### src/interval_timer_cfg.svh
// constants for the five-channel interval timer
`ifndef INTERVAL_TIMER_CFG_SVH
`define INTERVAL_TIMER_CFG_SVH
`define TMR_CLK_HZ        125000000
`define TMR_SLOW_TICK_NS  1000000
`define TMR_FAST_TICK_NS  333
`define TMR_SLOW_CYCLES   ((`TMR_SLOW_TICK_NS * 125) / 1000)
`define TMR_FAST_CYCLES   ((`TMR_FAST_TICK_NS * 125) / 1000)
`define TMR_FAST_CHANNEL  3
`define TMR_NUM_CHANNELS  5
`define TMR_ADDR_PAGE_LSB 12
`define TMR_OFF_CONTROL   12'h000
`define TMR_OFF_RELOAD    12'h004
`define TMR_OFF_SNAPSHOT  12'h008
`define TMR_OFF_COMMAND   12'h00C
`define TMR_OFF_IRQ_STAT  12'h010
`define TMR_OFF_IRQ_MASK  12'h014
`define TMR_BIT_IRQ_EN    0
`define TMR_BIT_STOP_ZERO 1
`define TMR_BIT_IRQ_STAT  2
`define TMR_BIT_RUNNING   4
`define TMR_CMD_STOP      2'h0
`define TMR_CMD_START     2'h1
`define TMR_CMD_RSVD      2'h2
`define TMR_CMD_LOAD_GO   2'h3
`endif

### src/interval_timer_pkg.sv
// types for the five-channel interval timer
package interval_timer_pkg;
	typedef struct packed {
		logic [15:0] addr;
		logic [31:0] wdata;
		logic        wr;
		logic        rd;
	} reg_req_t;
	typedef enum logic [1:0] {
		CH_IDLE = 2'b00,
		CH_RUN  = 2'b01
	} ch_state_t;
endpackage

### src/tick_divider.sv
// free-running tick strobe divider
`timescale 1ns/1ps
module tick_divider #(
	parameter int PERIOD = 125000
) (
	input  wire logic clk_sys_in,
	input  wire logic srst_in,
	output logic      tick_out
);
	localparam int W = $clog2(PERIOD + 1);
	logic [W-1:0] cnt_q;
	logic [W-1:0] cnt_d;
	logic         tick_d;
	logic         tick_q;

	// never restarted by a timer start
	always_comb begin
		tick_d = 1'b0;
		cnt_d = cnt_q + W'(1);
		if (cnt_q == W'(PERIOD - 1)) begin
			cnt_d = '0;
			tick_d = 1'b1;
		end
	end

	always_ff @(posedge clk_sys_in) begin
		if (srst_in) begin
			cnt_q <= '0;
			tick_q <= 1'b0;
		end else begin
			cnt_q <= cnt_d;
			tick_q <= tick_d;
		end
	end

	assign tick_out = tick_q;

	a_tick_spacing: assert property (
		@(posedge clk_sys_in) disable iff (srst_in)
		tick_q |=> !tick_q)
		else $error("tick strobe longer than one cycle");
endmodule

### src/interval_timer.sv
// five-channel interval timer with register port
//
// The implementer's own choice: the address-and-strobe port.
`timescale 1ns/1ps
`include "interval_timer_cfg.svh"
module interval_timer
	import interval_timer_pkg::*;
#(
	parameter int SLOW_CYCLES = `TMR_SLOW_CYCLES,
	parameter int FAST_CYCLES = `TMR_FAST_CYCLES,
	parameter int SLOW_WIDTH  = 16,
	parameter int FAST_WIDTH  = 24
) (
	input  wire logic        clk_sys_in,
	input  wire logic        srst_in,
	input  wire logic [15:0] addr_in,
	input  wire logic [31:0] wdata_in,
	input  wire logic        wr_in,
	input  wire logic        rd_in,
	output logic      [31:0] rdata_out,
	output logic      [4:0]  timer_irq_out,
	output logic             irq_out
);
	localparam int N = `TMR_NUM_CHANNELS;

	reg_req_t req;
	assign req = '{addr: addr_in, wdata: wdata_in, wr: wr_in, rd: rd_in};

	logic slow_tick;
	logic fast_tick;

	tick_divider #(.PERIOD(SLOW_CYCLES)) u_slow (
		.clk_sys_in (clk_sys_in),
		.srst_in    (srst_in),
		.tick_out   (slow_tick)
	);
	tick_divider #(.PERIOD(FAST_CYCLES)) u_fast (
		.clk_sys_in (clk_sys_in),
		.srst_in    (srst_in),
		.tick_out   (fast_tick)
	);

	// channel page and register offset
	function automatic logic [3:0] page_of(input logic [15:0] a);
		page_of = a[`TMR_ADDR_PAGE_LSB +: 4];
	endfunction
	function automatic logic [11:0] off_of(input logic [15:0] a);
		off_of = a[`TMR_ADDR_PAGE_LSB-1:0];
	endfunction
	// width mask per channel
	function automatic logic [23:0] width_mask(input int ch);
		if (ch == `TMR_FAST_CHANNEL)
			width_mask = 24'((25'h1 << FAST_WIDTH) - 25'h1);
		else
			width_mask = 24'((25'h1 << SLOW_WIDTH) - 25'h1);
	endfunction

	logic [3:0]  pg;
	logic [11:0] off;
	assign pg = page_of(req.addr);
	assign off = off_of(req.addr);

	logic [N-1:0]  irq_en_q, irq_en_d;
	logic [N-1:0]  stop_zero_q, stop_zero_d;
	logic [N-1:0]  stat_q, stat_d;
	logic [N-1:0]  reload_pend_q, reload_pend_d;
	ch_state_t     state_q [N];
	ch_state_t     state_d [N];
	logic [23:0]   reload_q [N];
	logic [23:0]   reload_d [N];
	logic [23:0]   count_q [N];
	logic [23:0]   count_d [N];
	logic [N-1:0]  mask_q, mask_d;
	logic [31:0]   rdata_q, rdata_d;
	logic [N-1:0]  zero_evt;

	always_comb begin
		logic tk;
		logic sel;
		tk = 1'b0;
		sel = 1'b0;
		irq_en_d = irq_en_q;
		stop_zero_d = stop_zero_q;
		stat_d = stat_q;
		reload_pend_d = reload_pend_q;
		mask_d = mask_q;
		zero_evt = '0;
		rdata_d = 32'h0;
		for (int i = 0; i < N; i++) begin
			state_d[i] = state_q[i];
			reload_d[i] = reload_q[i];
			count_d[i] = count_q[i];
			tk = (i == `TMR_FAST_CHANNEL) ? fast_tick : slow_tick;
			sel = (pg == 4'(i));
			// counting
			if (state_q[i] == CH_RUN && tk) begin
				if (reload_pend_q[i]) begin
					count_d[i] = reload_q[i];
					reload_pend_d[i] = 1'b0;
				end else begin
					count_d[i] = (count_q[i] - 24'h1) & width_mask(i);
					if (count_q[i] == 24'h1) begin
						zero_evt[i] = 1'b1;
						if (stop_zero_q[i])
							state_d[i] = CH_IDLE;
						else
							reload_pend_d[i] = 1'b1;
					end
				end
			end
			// reads, latched this cycle
			if (req.rd && sel) begin
				case (off)
					`TMR_OFF_CONTROL: begin
						rdata_d[`TMR_BIT_IRQ_EN] = irq_en_q[i];
						rdata_d[`TMR_BIT_STOP_ZERO] = stop_zero_q[i];
						rdata_d[`TMR_BIT_IRQ_STAT] = stat_q[i];
						stat_d[i] = 1'b0;
					end
					`TMR_OFF_RELOAD:
						rdata_d[23:0] = reload_q[i] & width_mask(i);
					`TMR_OFF_SNAPSHOT:
						rdata_d[23:0] = count_q[i];
					`TMR_OFF_COMMAND:
						rdata_d[`TMR_BIT_RUNNING] =
							(state_q[i] == CH_RUN);
					default: rdata_d = 32'h0;
				endcase
			end
			// writes
			if (req.wr && sel) begin
				case (off)
					`TMR_OFF_CONTROL: begin
						irq_en_d[i] = req.wdata[`TMR_BIT_IRQ_EN];
						stop_zero_d[i] = req.wdata[`TMR_BIT_STOP_ZERO];
					end
					`TMR_OFF_RELOAD:
						reload_d[i] = req.wdata[23:0] & width_mask(i);
					`TMR_OFF_COMMAND: begin
						case (req.wdata[1:0])
							`TMR_CMD_STOP: state_d[i] = CH_IDLE;
							`TMR_CMD_START: state_d[i] = CH_RUN;
							`TMR_CMD_LOAD_GO: begin
								count_d[i] = reload_d[i];
								reload_pend_d[i] = 1'b0;
								state_d[i] = CH_RUN;
							end
							default: state_d[i] = state_q[i];
						endcase
					end
					default: state_d[i] = state_d[i];
				endcase
			end
			// set wins over read-clear
			if (zero_evt[i] && irq_en_q[i])
				stat_d[i] = 1'b1;
		end
		if (req.rd && pg == 4'(N)) begin
			if (off == `TMR_OFF_IRQ_STAT)
				rdata_d[N-1:0] = stat_q;
			else if (off == `TMR_OFF_IRQ_MASK)
				rdata_d[N-1:0] = mask_q;
		end
		if (req.wr && pg == 4'(N)) begin
			if (off == `TMR_OFF_IRQ_STAT)
				stat_d = stat_d & ~(req.wdata[N-1:0] & ~(zero_evt & irq_en_q));
			else if (off == `TMR_OFF_IRQ_MASK)
				mask_d = req.wdata[N-1:0];
		end
	end

	always_ff @(posedge clk_sys_in) begin
		if (srst_in) begin
			irq_en_q <= '0;
			stop_zero_q <= '0;
			stat_q <= '0;
			reload_pend_q <= '0;
			mask_q <= '1;
			rdata_q <= 32'h0;
			for (int i = 0; i < N; i++) begin
				state_q[i] <= CH_IDLE;
				reload_q[i] <= 24'h0;
				count_q[i] <= 24'h0;
			end
		end else begin
			irq_en_q <= irq_en_d;
			stop_zero_q <= stop_zero_d;
			stat_q <= stat_d;
			reload_pend_q <= reload_pend_d;
			mask_q <= mask_d;
			rdata_q <= rdata_d;
			for (int i = 0; i < N; i++) begin
				state_q[i] <= state_d[i];
				reload_q[i] <= reload_d[i];
				count_q[i] <= count_d[i];
			end
		end
	end

	assign rdata_out = rdata_q;
	assign timer_irq_out = stat_q;
	assign irq_out = |(stat_q & mask_q);

	// interrupt status
	a_irq_needs_en: assert property (
		@(posedge clk_sys_in) disable iff (srst_in)
		$rose(stat_q[0]) |-> $past(irq_en_q[0]))
		else $error("irq without enable");
	a_stat_set: assert property (
		@(posedge clk_sys_in) disable iff (srst_in)
		(zero_evt[0] && irq_en_q[0]) |=> stat_q[0])
		else $error("zero count did not set status");
	a_irq_disabled: assert property (
		@(posedge clk_sys_in) disable iff (srst_in)
		(!irq_en_q[2] && !stat_q[2]) |=> !stat_q[2])
		else $error("status set while disabled");
	a_ctrl_rd_clr: assert property (
		@(posedge clk_sys_in) disable iff (srst_in)
		(req.rd && pg == 4'h0 && off == `TMR_OFF_CONTROL
		&& !zero_evt[0])
		|=> !stat_q[0])
		else $error("read did not clear status");
	a_ctrl_show: assert property (
		@(posedge clk_sys_in) disable iff (srst_in)
		(req.rd && pg == 4'h0 && off == `TMR_OFF_CONTROL)
		|=> rdata_q[`TMR_BIT_IRQ_STAT] == $past(stat_q[0]))
		else $error("status bit not shown");
	a_stat_w1c: assert property (
		@(posedge clk_sys_in) disable iff (srst_in)
		(req.wr && pg == 4'h5 && off == `TMR_OFF_IRQ_STAT
		&& req.wdata[0] && !zero_evt[0])
		|=> !stat_q[0])
		else $error("write one did not clear status");

	// counting
	a_stop_at_zero: assert property (
		@(posedge clk_sys_in) disable iff (srst_in)
		(zero_evt[0] && stop_zero_q[0] && !(req.wr && pg == 4'h0))
		|=> state_q[0] == CH_IDLE)
		else $error("no stop at zero");
	a_reload_next: assert property (
		@(posedge clk_sys_in) disable iff (srst_in)
		(reload_pend_q[2] && state_q[2] == CH_RUN && slow_tick
		&& !(req.wr && pg == 4'h2))
		|=> count_q[2] == $past(reload_q[2]))
		else $error("no reload");
	a_slow_step: assert property (
		@(posedge clk_sys_in) disable iff (srst_in)
		(state_q[0] == CH_RUN && slow_tick && !reload_pend_q[0]
		&& count_q[0] > 24'h1 && !(req.wr && pg == 4'h0))
		|=> count_q[0] == $past(count_q[0]) - 24'h1)
		else $error("slow channel step wrong");
	a_fast_step: assert property (
		@(posedge clk_sys_in) disable iff (srst_in)
		(state_q[3] == CH_RUN && fast_tick && !reload_pend_q[3]
		&& count_q[3] > 24'h1 && !(req.wr && pg == 4'h3))
		|=> count_q[3] == $past(count_q[3]) - 24'h1)
		else $error("fast channel step wrong");
	a_tick_only: assert property (
		@(posedge clk_sys_in) disable iff (srst_in)
		(state_q[3] == CH_RUN && !fast_tick && !(req.wr && pg == 4'h3))
		|=> $stable(count_q[3]))
		else $error("count moved without tick");
	a_slow_width: assert property (
		@(posedge clk_sys_in) disable iff (srst_in)
		count_q[0][23:16] == 8'h0)
		else $error("16-bit channel overflow");
	a_reload_mask: assert property (
		@(posedge clk_sys_in) disable iff (srst_in)
		reload_q[1][23:16] == 8'h0)
		else $error("16-bit reload holds upper bits");
	a_idle_holds: assert property (
		@(posedge clk_sys_in) disable iff (srst_in)
		(state_q[1] == CH_IDLE && !req.wr)
		|=> $stable(count_q[1]))
		else $error("idle channel counted");
	a_load_start: assert property (
		@(posedge clk_sys_in) disable iff (srst_in)
		(req.wr && pg == 4'h0 && off == `TMR_OFF_COMMAND
		&& req.wdata[1:0] == `TMR_CMD_LOAD_GO)
		|=> state_q[0] == CH_RUN)
		else $error("load+start failed");
	a_cmd_stop: assert property (
		@(posedge clk_sys_in) disable iff (srst_in)
		(req.wr && pg == 4'h2 && off == `TMR_OFF_COMMAND
		&& req.wdata[1:0] == `TMR_CMD_STOP)
		|=> state_q[2] == CH_IDLE)
		else $error("stop command failed");
	a_cmd_start: assert property (
		@(posedge clk_sys_in) disable iff (srst_in)
		(req.wr && pg == 4'h2 && off == `TMR_OFF_COMMAND
		&& req.wdata[1:0] == `TMR_CMD_START)
		|=> state_q[2] == CH_RUN)
		else $error("start command failed");
	a_cmd_rsvd: assert property (
		@(posedge clk_sys_in) disable iff (srst_in)
		(req.wr && pg == 4'h2 && off == `TMR_OFF_COMMAND
		&& req.wdata[1:0] == `TMR_CMD_RSVD && !zero_evt[2])
		|=> state_q[2] == $past(state_q[2]))
		else $error("reserved command acted");

	// register reads
	a_rdata_zero: assert property (
		@(posedge clk_sys_in) disable iff (srst_in)
		!req.rd |=> rdata_q == 32'h0)
		else $error("read data outside read cycle");
	a_snap_value: assert property (
		@(posedge clk_sys_in) disable iff (srst_in)
		(req.rd && pg == 4'h3 && off == `TMR_OFF_SNAPSHOT)
		|=> rdata_q[23:0] == $past(count_q[3]))
		else $error("bad snapshot");
	a_snap_upper: assert property (
		@(posedge clk_sys_in) disable iff (srst_in)
		(req.rd && pg == 4'h0 && off == `TMR_OFF_SNAPSHOT)
		|=> rdata_q[31:16] == 16'h0)
		else $error("16-bit snapshot upper bits set");
	a_snap_hold: assert property (
		@(posedge clk_sys_in) disable iff (srst_in)
		(req.rd && pg == 4'h3 && state_q[3] == CH_RUN
		&& !reload_pend_q[3] && count_q[3] > 24'h1)
		|=> count_q[3] == $past(count_q[3])
			- ($past(fast_tick) ? 24'h1 : 24'h0))
		else $error("read disturbed count");
	a_run_flag: assert property (
		@(posedge clk_sys_in) disable iff (srst_in)
		(req.rd && pg == 4'h2 && off == `TMR_OFF_COMMAND)
		|=> rdata_q[`TMR_BIT_RUNNING] == ($past(state_q[2]) == CH_RUN))
		else $error("running flag wrong");
endmodule

### config.mk
export PLATFORM = sky130hd
export DESIGN_NAME = interval_timer
export DESIGN_NICKNAME = d
export VERILOG_FILES = /design/src/interval_timer_pkg.sv /design/src/tick_divider.sv /design/src/interval_timer.sv
export VERILOG_INCLUDE_DIRS = /design/src
export SDC_FILE = /design/constraint.sdc
export NUM_CORES = 1
export LEC_CHECK = 0
export BUFFER_PORTS_ARGS = -buffer_cell sky130_fd_sc_hd__buf_2
export CAP_MARGIN = 20
export CORE_MARGIN = 5
export CORE_UTILIZATION = 45
export CTS_CLUSTER_DIAMETER = 80
export DETAILED_ROUTE_END_ITERATION = 8
export PLACE_DENSITY_LB_ADDON = 0.3
export SYNTH_ARGS = -nofsm -noshare
export SYNTH_HDL_FRONTEND = slang
export SYNTH_HIERARCHICAL = 1
export SYNTH_SLANG_ARGS = --single-unit
### constraint.sdc
create_clock -name clk_sys_in -period 3.4 [get_ports clk_sys_in]
set_clock_uncertainty 0.05 [all_clocks]
set_input_delay 0.17 -clock clk_sys_in [delete_from_list [all_inputs] [get_ports clk_sys_in]]
set_output_delay 0.17 -clock clk_sys_in [all_outputs]
set_load 0.005 [all_outputs]
==> qor.txt, run 1 <==
grt ovf = 0
final HPWL from detailed placement = 40.8 mm
crit start category = register
TritonCTS clock tree = done
share of layout cells above drive strength 1 = 0.114
xor/xnor cell area share of the yosys netlist = 0.0150
gpl congestion = 1.03
final worst slack = 788 ps
post-route ant nets = 0
minimum clock period = 2610 ps
Flop pwr share = 0.451
hold path depth = 3
pre-CTS WS = 523 ps
number of synthesized flops with an enable pin = 0
most common cell after layout, fill and taps aside = dfxtp_1
worst skew pair latency = 520 ps
Total GRT Usage = 0.294
Yosys reg bits = 292
Peak VDD IR = 0.000316 V
count of cell types in the netlist = 79
r2r setup slk = 790 ps
r2r worst-path depth = 6
maximum number of pins on one net before global-route repair = 101
Final Hold Viols = 0
final wirelength = 57.8 mm
Worst Path Buf+Inv = 0
Port-buffer cells = 73
Syn Inst Count = 1995
Clock Path Buffers = 3
Clock Pin Slew Worst Setup and Hold Paths = 60 ps
Starting DRT DRC Count = 2078
post-synthesis simple-gate area fraction = 0.287
Pins Over Slew Limit = 0
Synth Flop Type = dfxtp_1
post-cts resize count = 0
Worst Path Max Fanout = 8
sequential area share after synthesis = 0.385
first-pass GRT wire length = 88.5 mm
Max stage delay cell, worst path = or4_1
mux cell area share after synthesis = 0.0203
Adder-Cell Fraction of Synth Area = 0.0107
max-cap viol count = 0
most frequent cells in the layout = dfxtp_1 (292), nand2_1 (287), nor2_1 (247)
CTS Buf Count = 35
fin crit share = 0.768
vias = 15900
P_leak = 6.16 nW
vias in the first global route = 14800
Avg Cell Area, Syn = 7.60 um2
CP max stage delay = 570 ps
worst path required time = 3750 ps
max frequency = 383 MHz
ys async rst share = 0
Die Y = 194 um
Pint = 5.90 mW
I/O Pins = 90
Fillers = 3243
Compound-Gate Fraction of Synth Area = 0.236
Sw Ratio = 0.225
Die ar. = 0.0375 mm2
cell family with most CP delay = simple AND/OR/NAND/NOR gates
Post-layout nets = 2129
combinational share of power = 0.041
routed len/inst = 22.8 um
Slew HR = 0.261
yosys warns = 6
Power per Cell Area = 435 mW/mm2
area grow syn2layout = 15.3%
CP Class = register to register
die width = 194 um
RSZ-0062 raised after global routing = false
Row Count = 67
final setup vio count = 0
NetSw = 1.71 mW
status = finished clean
Residual DRC = 0
Least-Margin Pin Slew = 1100 ps
Worst Path Arrival = 2960 ps
Syn Std Cell Area = 0.0152 mm2
Core Box Area = 0.0334 mm2
Starting Density = 0.454
Via density = 6.27
Crit path depth = 6
1st-pass router iterations = 6
initial antenna violation count = 0
H-Tree Depth = 2
CP Capture Type = register
combinational family with the most area after synthesis = simple AND/OR/NAND/NOR gates
Clock Sinks = 292
setup TNS = 0 ps
CP Cell Sequence = or4_1, or4_1, nor3_1, mux2_2, a211oi_1, nor3_1
Clk pwr share = 0.508
root buf cell = clkbuf_16
Hold/Removal Path Class = input pin to register
==> cell usage after synthesis, types with 10 or more instances <==
master    count  area [um2]
dfxtp_1     292        5850
nand2_1     287        1080
nor2_1      247         927
a21oi_1     185         926
clkbuf_1    118         443
o21ai_0     100         500
a22oi_1      73         548
nand3_1      72         360
a211oi_1     59         443
nor3_1       58         290
nor4_1       48         300
and2_1       35         219
inv_1        32         120
o22ai_1      32         200
mux2i_1      24         240
nand4_1      21         131
o21a_1       18         135
a31oi_1      16         100
xnor2_1      16         140
and3_1       15        93.8
nand2b_1     15        93.8
ha_1         13         163
nor3b_1      13        97.6
or4_1        12        90.1
nand3b_1     11        82.6
nor2b_1      10        62.6
xor2_1       10        87.6
==> sequential cells by signal, indices dropped and copies added, names as in the netlist <==
signal and cells:
u_slow/cnt_q 17, u_fast/tick_out 1, count_q 120, state_q 10
mask_q 5, reload_pend_q 5, stop_zero_q 5, irq_en_q 5
rdata_out 24, u_fast/cnt_q 6, u_slow/tick_out 1, timer_irq_out 5
reload_q 88
==> final cells by class <==
| type | count | area [um2] | share of cell area |
|---|---|---|---|
| multi-input cells | 1541 | 8670 | 0.496 |
| flip-flops and latches | 292 | 5850 | 0.334 |
| well taps | 448 | 561 | 0.0320 |
| clock inverters | 7 | 113 | 0.00644 |
| repair buffers | 162 | 1110 | 0.0633 |
| clock buffers | 55 | 1070 | 0.0614 |
| diodes | 1 | 2.50 | 0.000143 |
| inverters | 32 | 120 | 0.00687 |
==> worst paths after layout <==
check / end / start
setup reg to reg: count_q[0][94] / count_q[0][88]
setup / recovery: count_q[0][94] / count_q[0][88]
hold reg to reg: reload_q[0][52] / reload_q[0][52]
hold / removal: reload_q[0][11] / wdata_in[11]
==> routing by layer <==
| layer | GRT usage | part of all wire | up-vias | routed length (um) |
|---|---|---|---|---|
| met2 | 0.462 | 0.45 | 809 | 25900 |
| li1 | - | - | 7364 | - |
| met1 | 0.391 | 0.40 | 7566 | 23400 |
| met5 | 0 | 0 | - | 0 |
| met4 | 0.143 | 0.057 | 0 | 3270 |
| met3 | 0.0513 | 0.090 | 185 | 5220 |
==> timing repair <==
action | 4_1_cts | 5_1_grt
hold buffers | 17 | 0
endpoints found under the hold margin | 29 | 0
buffers inserted | 0 | 0
==> power groups by stage <==
stage                     logic (mW)  registers (mW)  clock network, mW
after global routing           0.322            3.43               4.07
after global placement         0.284            3.51                  0
after floorplan                0.150            3.51                  0
final                          0.312            3.44               3.87
after detailed placement       0.284            3.51                  0
after CTS                      0.300            3.44               3.91
==> logic make-up (layout without fill, tap and decap cells) <==
kind of cell,count (synthesis),count (layout)
compound gates,566,566
mux,30,30
flops,292,292
xor+xnor,26,26
other cells,1,9
simple gates,898,898
buf+inv,169,256
fa+ha+maj,13,13
==> worst reg2reg max path: stages, from the launching register on <==
cell and delay (ps):
dfxtp_1 390, or4_1 560, or4_1 570, nor3_1 240, mux2_2 350, a211oi_1 250, nor3_1 80
==> through the flow <==
stage               cell area [um2]  std cells  power (mW)  utilization  hold slack, ps
floorplan                     15200       2002        3.66            -             192
global placement              16100       2457        3.79        0.482             368
detailed placement            16100       2457        3.80        0.482             372
CTS                           17500       2536        7.64        0.523            2.79
global route                  17500       2537        7.83        0.523            7.06
finish                        17500       2538        7.61        0.523            28.2
Power figures use the tool's default switching activity.
==> inputs of run 2 (changes only) <==
--- a/config.mk
+++ b/config.mk
@@ -6,6 +6,7 @@
 export SDC_FILE = /design/constraint.sdc
 export NUM_CORES = 1
 export LEC_CHECK = 0
+export ABC_AREA = 1
 export BUFFER_PORTS_ARGS = -buffer_cell sky130_fd_sc_hd__buf_2
 export CAP_MARGIN = 20
 export CORE_MARGIN = 5
==> constraint.sdc (replaced) <==
create_clock -name clk_sys_in -period 2.1 [get_ports clk_sys_in]
set_clock_uncertainty 0.05 [all_clocks]
set_input_delay 0.105 -clock clk_sys_in [delete_from_list [all_inputs] [get_ports clk_sys_in]]
set_output_delay 0.105 -clock clk_sys_in [all_outputs]
set_load 0.005 [all_outputs]
==> qor.txt, run 2 <==
final HPWL from detailed placement = 42.5 mm (+4.0%)
status = finished clean
H-Tree Depth = 2 (unchanged)
final instance area = 0.0192 mm2 (+9.7%)
sequential area share after synthesis = 0.355 (-0.0303)
Final Hold Viols = 0 (unchanged)
maximum number of pins on one net before global-route repair = 77 (-24%)
final wirelength = 59.1 mm (+2.4%)
initial antenna violation count = 0 (unchanged)
Residual DRC = 0 (unchanged)
Syn Std Cell Area = 0.0165 mm2 (+8.5%)
share of layout cells above drive strength 1 = 0.119 (+0.00477)
Avg Cell Area, Syn = 6.60 um2 (-13%)
Clock Pin Slew Worst Setup and Hold Paths = 60 ps (about the same)
Worst Path Arrival = 2310 ps (-650 ps)
worst skew pair latency = 540 ps (+20 ps)
die width = 201 um (+4.0%)
first-pass GRT wire length = 92.2 mm (+4.1%)
area of the multi-input gates = 0.00886 mm2 (+2.2%)
CP Class = register to register
Fillers = 3505 (+8.1%)
Post-layout nets = 2678 (+26%)
I/O Pins = 90 (unchanged)
Starting Density = 0.453 (-0.000579)
root buf cell = clkbuf_16
crit start category = register
Slew HR = 0.552 (+0.291)
fin util = 0.528 (+0.00500)
Yosys top cell area share = 0.355 (-0.0303)
Row Count = 70 (+4.5%)
routed len/inst = 19.0 um (-16%)
grt ovf = 0 (unchanged)
RSZ-0062 raised after global routing = false
ys async rst share = 0 (unchanged)
CP Launch Point = state_q[0][6]
most frequent cells in the layout = nand2_1 (457), dfxtp_1 (292), inv_1 (288)
Die ar. = 0.0405 mm2 (+8.1%)
gpl congestion = 0.968 (-6.0%)
Worst Path Max Fanout = 7 (-1)
Die Y = 201 um (+4.0%)
r2r setup slk = 150 ps (-630 ps)
register area = 0.00585 mm2 (unchanged)
most frequent cell after synthesis = nand2_1
worst path required time = 2470 ps (-1280 ps)
Clock Path Buffers = 3 (unchanged)
Clock Sinks = 292 (unchanged)
CTS Buf Count = 36 (+2.9%)
Total GRT Usage = 0.279 (-0.0146)
Setup Buffers After CTS = 0 (unchanged)
vias in the first global route = 16600 (+12%)
post-route ant nets = 0 (unchanged)
Core Box Area = 0.0363 mm2 (+8.7%)
final setup vio count = 0 (unchanged)
worst hold slack = 15.6 ps (-12.6 ps)
max-cap viol count = 0 (unchanged)
minimum clock period = 1950 ps (-665 ps)
yosys warns = 6 (unchanged)
Syn Inst Count = 2496 (+25%)
Hold/Removal Path Class = input pin to register
most frequent cells after synthesis = nand2_1 (457), dfxtp_1 (292), inv_1 (290)
Least-Margin Pin Slew = 671 ps (-429 ps)
CP Capture Type = register
Biggest register = count_q
area grow syn2layout = 16.6%
crit path capture = state_q[0][6]
setup TNS = 0 ps (unchanged)
number of synthesized flops with an enable pin = 0 (unchanged)
P_leak = 8.09 nW (+31%)
Power per Cell Area = 646 mW/mm2 (+48%)
max frequency = 514 MHz (+34%)
TritonCTS clock tree = done
Largest register FFs = 120 (unchanged)
Yosys reg bits = 292 (unchanged)
vias = 17900 (+12%)
r2r worst-path depth = 6 (unchanged)
Via density = 5.75 (-8.3%)
1st-pass router iterations = 6 (unchanged)
R2R Path End = state_q[0][6]
FF-to-FF Start = state_q[0][6]
Peak VDD IR = 0.000549 V (+74%)
Synth area leader = dfxtp_1
most common cell after layout, fill and taps aside = nand2_1
ant diodes = 0 (-1)
Synth Flop Type = dfxtp_1
Pins Over Slew Limit = 0 (unchanged)
Post-DP Area = 0.0178 mm2 (+10%)
Port-buffer cells = 73 (unchanged)
fin crit share = 0.927 (+0.159)
synth top area cells = dfxtp_1 (36%), nand2_1 (10%), a21oi_1 (7.6%)
count of cell types in the netlist = 50 (-37%)
Starting DRT DRC Count = 2123 (+2.2%)
==> run 2: cell types whose count changed in the layout (fill, tap and decap cells not counted), sizes merged, moves of 27 or more <==
cell    delta
inv      +269
nand2    +184
o21ai    +149
nand3    +118
a21oi     +67
a22oi     -66
nor4      -44
nor2      +38
buf       +37
and2      -32
o211ai    +28
nand4     +27
==> run 2: layout make-up <==
type / count / share of cell area
multi-input combinational: 1774 / 0.462
sequential: 292 / 0.305
timing repair buffer: 199 / 0.0791
inverter: 310 / 0.0612
clock buffer: 51 / 0.0572
tap: 468 / 0.0305
clock inverter: 11 / 0.00574
==> run 2: worst min-delay path by stage <==
stage | start | endpoint | slack (ps) | depth (start not counted)
after floorplan | srst_in | u_fast/tick_out | 130 | 1
after global placement | wdata_in[23] | reload_q[0][95] | 340 | 3
after detailed placement | wdata_in[19] | reload_q[0][91] | 350 | 3
after CTS | wdata_in[0] | irq_en_q[4] | 3 | 4
after global routing | wdata_in[0] | irq_en_q[4] | 30 | 4
final | wdata_in[0] | state_q[0][2] | 20 | 4
==> run 2: what timing repair did <==
action                                 4_1_cts  5_1_grt
endpoints found under the hold margin       47        0
hold buffers                                18        0
gates resized for setup                      0        2
setup endpoints to repair                    0        3
==> run 2: metrics by stage <==
stage                     setup slack [ps]  instances  power, mW
after global routing                  22.3       3105       12.7
after global placement                22.1       3025       6.10
after detailed placement              10.7       3025       6.11
final                                  153       3105       12.4
after CTS                              183       3105       12.4
after floorplan                        530       2503       5.91
==> run 2: report_power, final <==
part           internal [mW]  switching, mW  leakage, nW  total (mW)
combinational          0.135          0.326         5.14       0.461
sequential              5.55         0.0146         2.35        5.57
clock                   3.87           2.50        0.601        6.37
==> run 2: worst max-delay path, stage by stage (launching register included) <==
cell and delay [ps]:
dfxtp_1 380, nand3_1 450, nor4_1 560, buf_4 220
nand2_1 60, nand2_1 60, a21oi_1 50
==> run 2: metal layers <==
metal  vias to the layer above  GRT usage  wire (um)
li1                       8547          -          -
met1                      8321      0.380      24900
met2                       849      0.439      26200
met3                       150     0.0440       5110
met4                         0      0.125       2980
met5                         -          0          0
==> run 2: logic make-up after synthesis <==
| family | share of synthesized area |
|---|---|
| AND/OR/NAND/NOR | 0.288 |
| AO/OA/AOI/OAI | 0.215 |
| flip-flops | 0.355 |
| XOR/XNOR | 0.0229 |
| buffers and inverters | 0.109 |
| adder cells (fa/ha/maj) | 0.00988 |
| other | 0.000228 |
==> inputs of run 3 (changes only) <==
==> constraint.sdc (replaced) <==
create_clock -name clk_sys_in -period 2.4 [get_ports clk_sys_in]
set_clock_uncertainty 0.05 [all_clocks]
set_input_delay 0.12 -clock clk_sys_in [delete_from_list [all_inputs] [get_ports clk_sys_in]]
set_output_delay 0.12 -clock clk_sys_in [all_outputs]
set_load 0.005 [all_outputs]
==> qor.txt, run 3 (synthesis results as in run 2) <==
share of layout cells above drive strength 1 = 0.108 (-0.0111)
area of the multi-input gates = 0.00886 mm2 (about the same)
Die ar. = 0.0405 mm2 (unchanged)
status = finished clean
root buf cell = clkbuf_16
Clock Pin Slew Worst Setup and Hold Paths = 60 ps (about the same)
P_leak = 7.89 nW (-2.4%)
r2r worst-path depth = 9 (+3)
fin crit share = 0.914 (-0.0130)
Residual DRC = 0 (unchanged)
most frequent cells in the layout = nand2_1 (457), dfxtp_1 (292), inv_1 (289)
ant diodes = 0 (unchanged)
wire length on met3 = 5.28 mm (+3.3%)
setup TNS = 0 ps (unchanged)
Fillers = 3589 (+2.4%)
maximum number of pins on one net before global-route repair = 53 (-31%)
die width = 201 um (unchanged)
Layout Cells excl Fill = 3079 (-0.84%)
r2r setup slk = 210 ps (+50 ps)
Core Box Area = 0.0363 mm2 (unchanged)
Worst Path Arrival = 2570 ps (+260 ps)
met2 routed WL = 25.2 mm (-3.7%)
R2R Path End = state_q[0][6]
Slew HR = 0.554 (+0.00141)
final worst slack = 206 ps (+53.1 ps)
grt ovf = 0 (unchanged)
initial antenna violation count = 0 (unchanged)
TritonCTS clock tree = done
I/O Pins = 90 (unchanged)
Largest register FFs = 120 (unchanged)
minimum clock period = 2190 ps (+247 ps)
vias = 17600 (-1.6%)
crit path capture = state_q[0][6]
CTS Buf Count = 35 (-2.8%)
Least-Margin Pin Slew = 664 ps (-7.32 ps)
pre-CTS WS = 126 ps (+115 ps)
Hold/Removal Path Class = input pin to register
crit start category = register
first-pass GRT wire length = 89.8 mm (-2.6%)
Pins Over Slew Limit = 0 (unchanged)
H-Tree Depth = 2 (unchanged)
worst path required time = 2780 ps (+310 ps)
register area = 0.00585 mm2 (unchanged)
Final Hold Viols = 0 (unchanged)
vias in the first global route = 16000 (-3.5%)
final wirelength = 57.9 mm (-2.1%)
most common cell after layout, fill and taps aside = nand2_1
Starting Density = 0.453 (unchanged)
Row Count = 70 (unchanged)
fin util = 0.518 (-0.0100)
Peak VDD IR = 0.000472 V (-14%)
routed len/inst = 18.8 um (-1.3%)
post-route ant nets = 0 (unchanged)
Cells after DPL = 2999 (-0.86%)
Biggest register = count_q
1st-pass router iterations = 7 (+1)
max frequency = 456 MHz (-11%)
final HPWL from detailed placement = 42.0 mm (-1.1%)
Port-buffer cells = 73 (unchanged)
Die Y = 201 um (unchanged)
Post-layout nets = 2652 (-0.97%)
FF-to-FF Start = count_q[0][82]
CP Capture Type = register
wl on met1 = 25.0 mm (+0.66%)
area grow syn2layout = 14.4%
Worst Path Max Fanout = 6 (-1)
Clock Sinks = 292 (unchanged)
Clock Path Buffers = 3 (unchanged)
Via density = 5.71 (-0.81%)
final setup vio count = 0 (unchanged)
RSZ-0062 raised after global routing = false
Total GRT Usage = 0.274 (-0.00496)
max-cap viol count = 0 (unchanged)
gpl congestion = 0.983 (+1.5%)
Top Metal Used = met4
CP Class = register to register
worst skew pair latency = 550 ps (about the same)
CP Launch Point = count_q[0][82]
Starting DRT DRC Count = 2169 (+2.2%)
Power per Cell Area = 569 mW/mm2 (-12%)
run 3: final cells by class:
class,count,area share
multi-input cells,1774,0.470
well taps,468,0.0311
clock inverters,11,0.00691
flip-flops and latches,292,0.310
inverters,310,0.0621
clock buffers,50,0.0554
repair buffers,174,0.0635
run 3: repair_timing:
item | in CTS | in global routing
hold buffers | 19 | 0
endpoints found under the hold margin | 55 | 0
resized for setup | 0 | 0
setup buffers | 0 | 0
run 3: stage by stage:
stage	instance area, um2	total power [mW]	hold WS, ps
finish	18800	10.7	25.5
global route	18800	11.0	60.1
CTS	18800	10.8	0.0896
detailed placement	17500	5.34	359
global placement	17500	5.33	353
floorplan	16500	5.17	142
run 3: routing by layer:
| layer | vias up | track usage |
|---|---|---|
| met2 | 818 | 0.425 |
| li1 | 8518 | - |
| met3 | 108 | 0.0430 |
| met1 | 8129 | 0.383 |
| met5 | - | 0 |
| met4 | 0 | 0.110 |
run 3: critical path, cell delays in order (launching register included):
cell	delay, ps
dfxtp_1	400
nor2_1	220
nand2_1	130
nor2_1	180
nand4_1	100
nor4_1	520
buf_4	250
nand2_1	90
nand2_1	80
a21oi_1	60
run 3: where the power goes:
part	switching (mW)	leakage (nW)	internal, mW	total, mW
Combinational	0.281	4.97	0.112	0.394
Sequential	0.0127	2.35	4.86	4.87
Clock	2.20	0.566	3.25	5.45
Total	2.49	7.89	8.22	10.7
run 3: worst min-delay path by stage:
| stage | cells past startpoint | endpoint | from | slack (ps) |
|---|---|---|---|---|
| final | 5 | state_q[0][0] | wr_in | 30 |
| after global routing | 3 | reload_q[0][74] | wdata_in[2] | 60 |
| after CTS | 5 | state_q[0][0] | wr_in | 0.09 |
| after detailed placement | 3 | reload_q[0][93] | wdata_in[21] | 360 |
| after global placement | 3 | reload_q[0][95] | wdata_in[23] | 350 |
| after floorplan | 1 | u_fast/tick_out | srst_in | 140 |
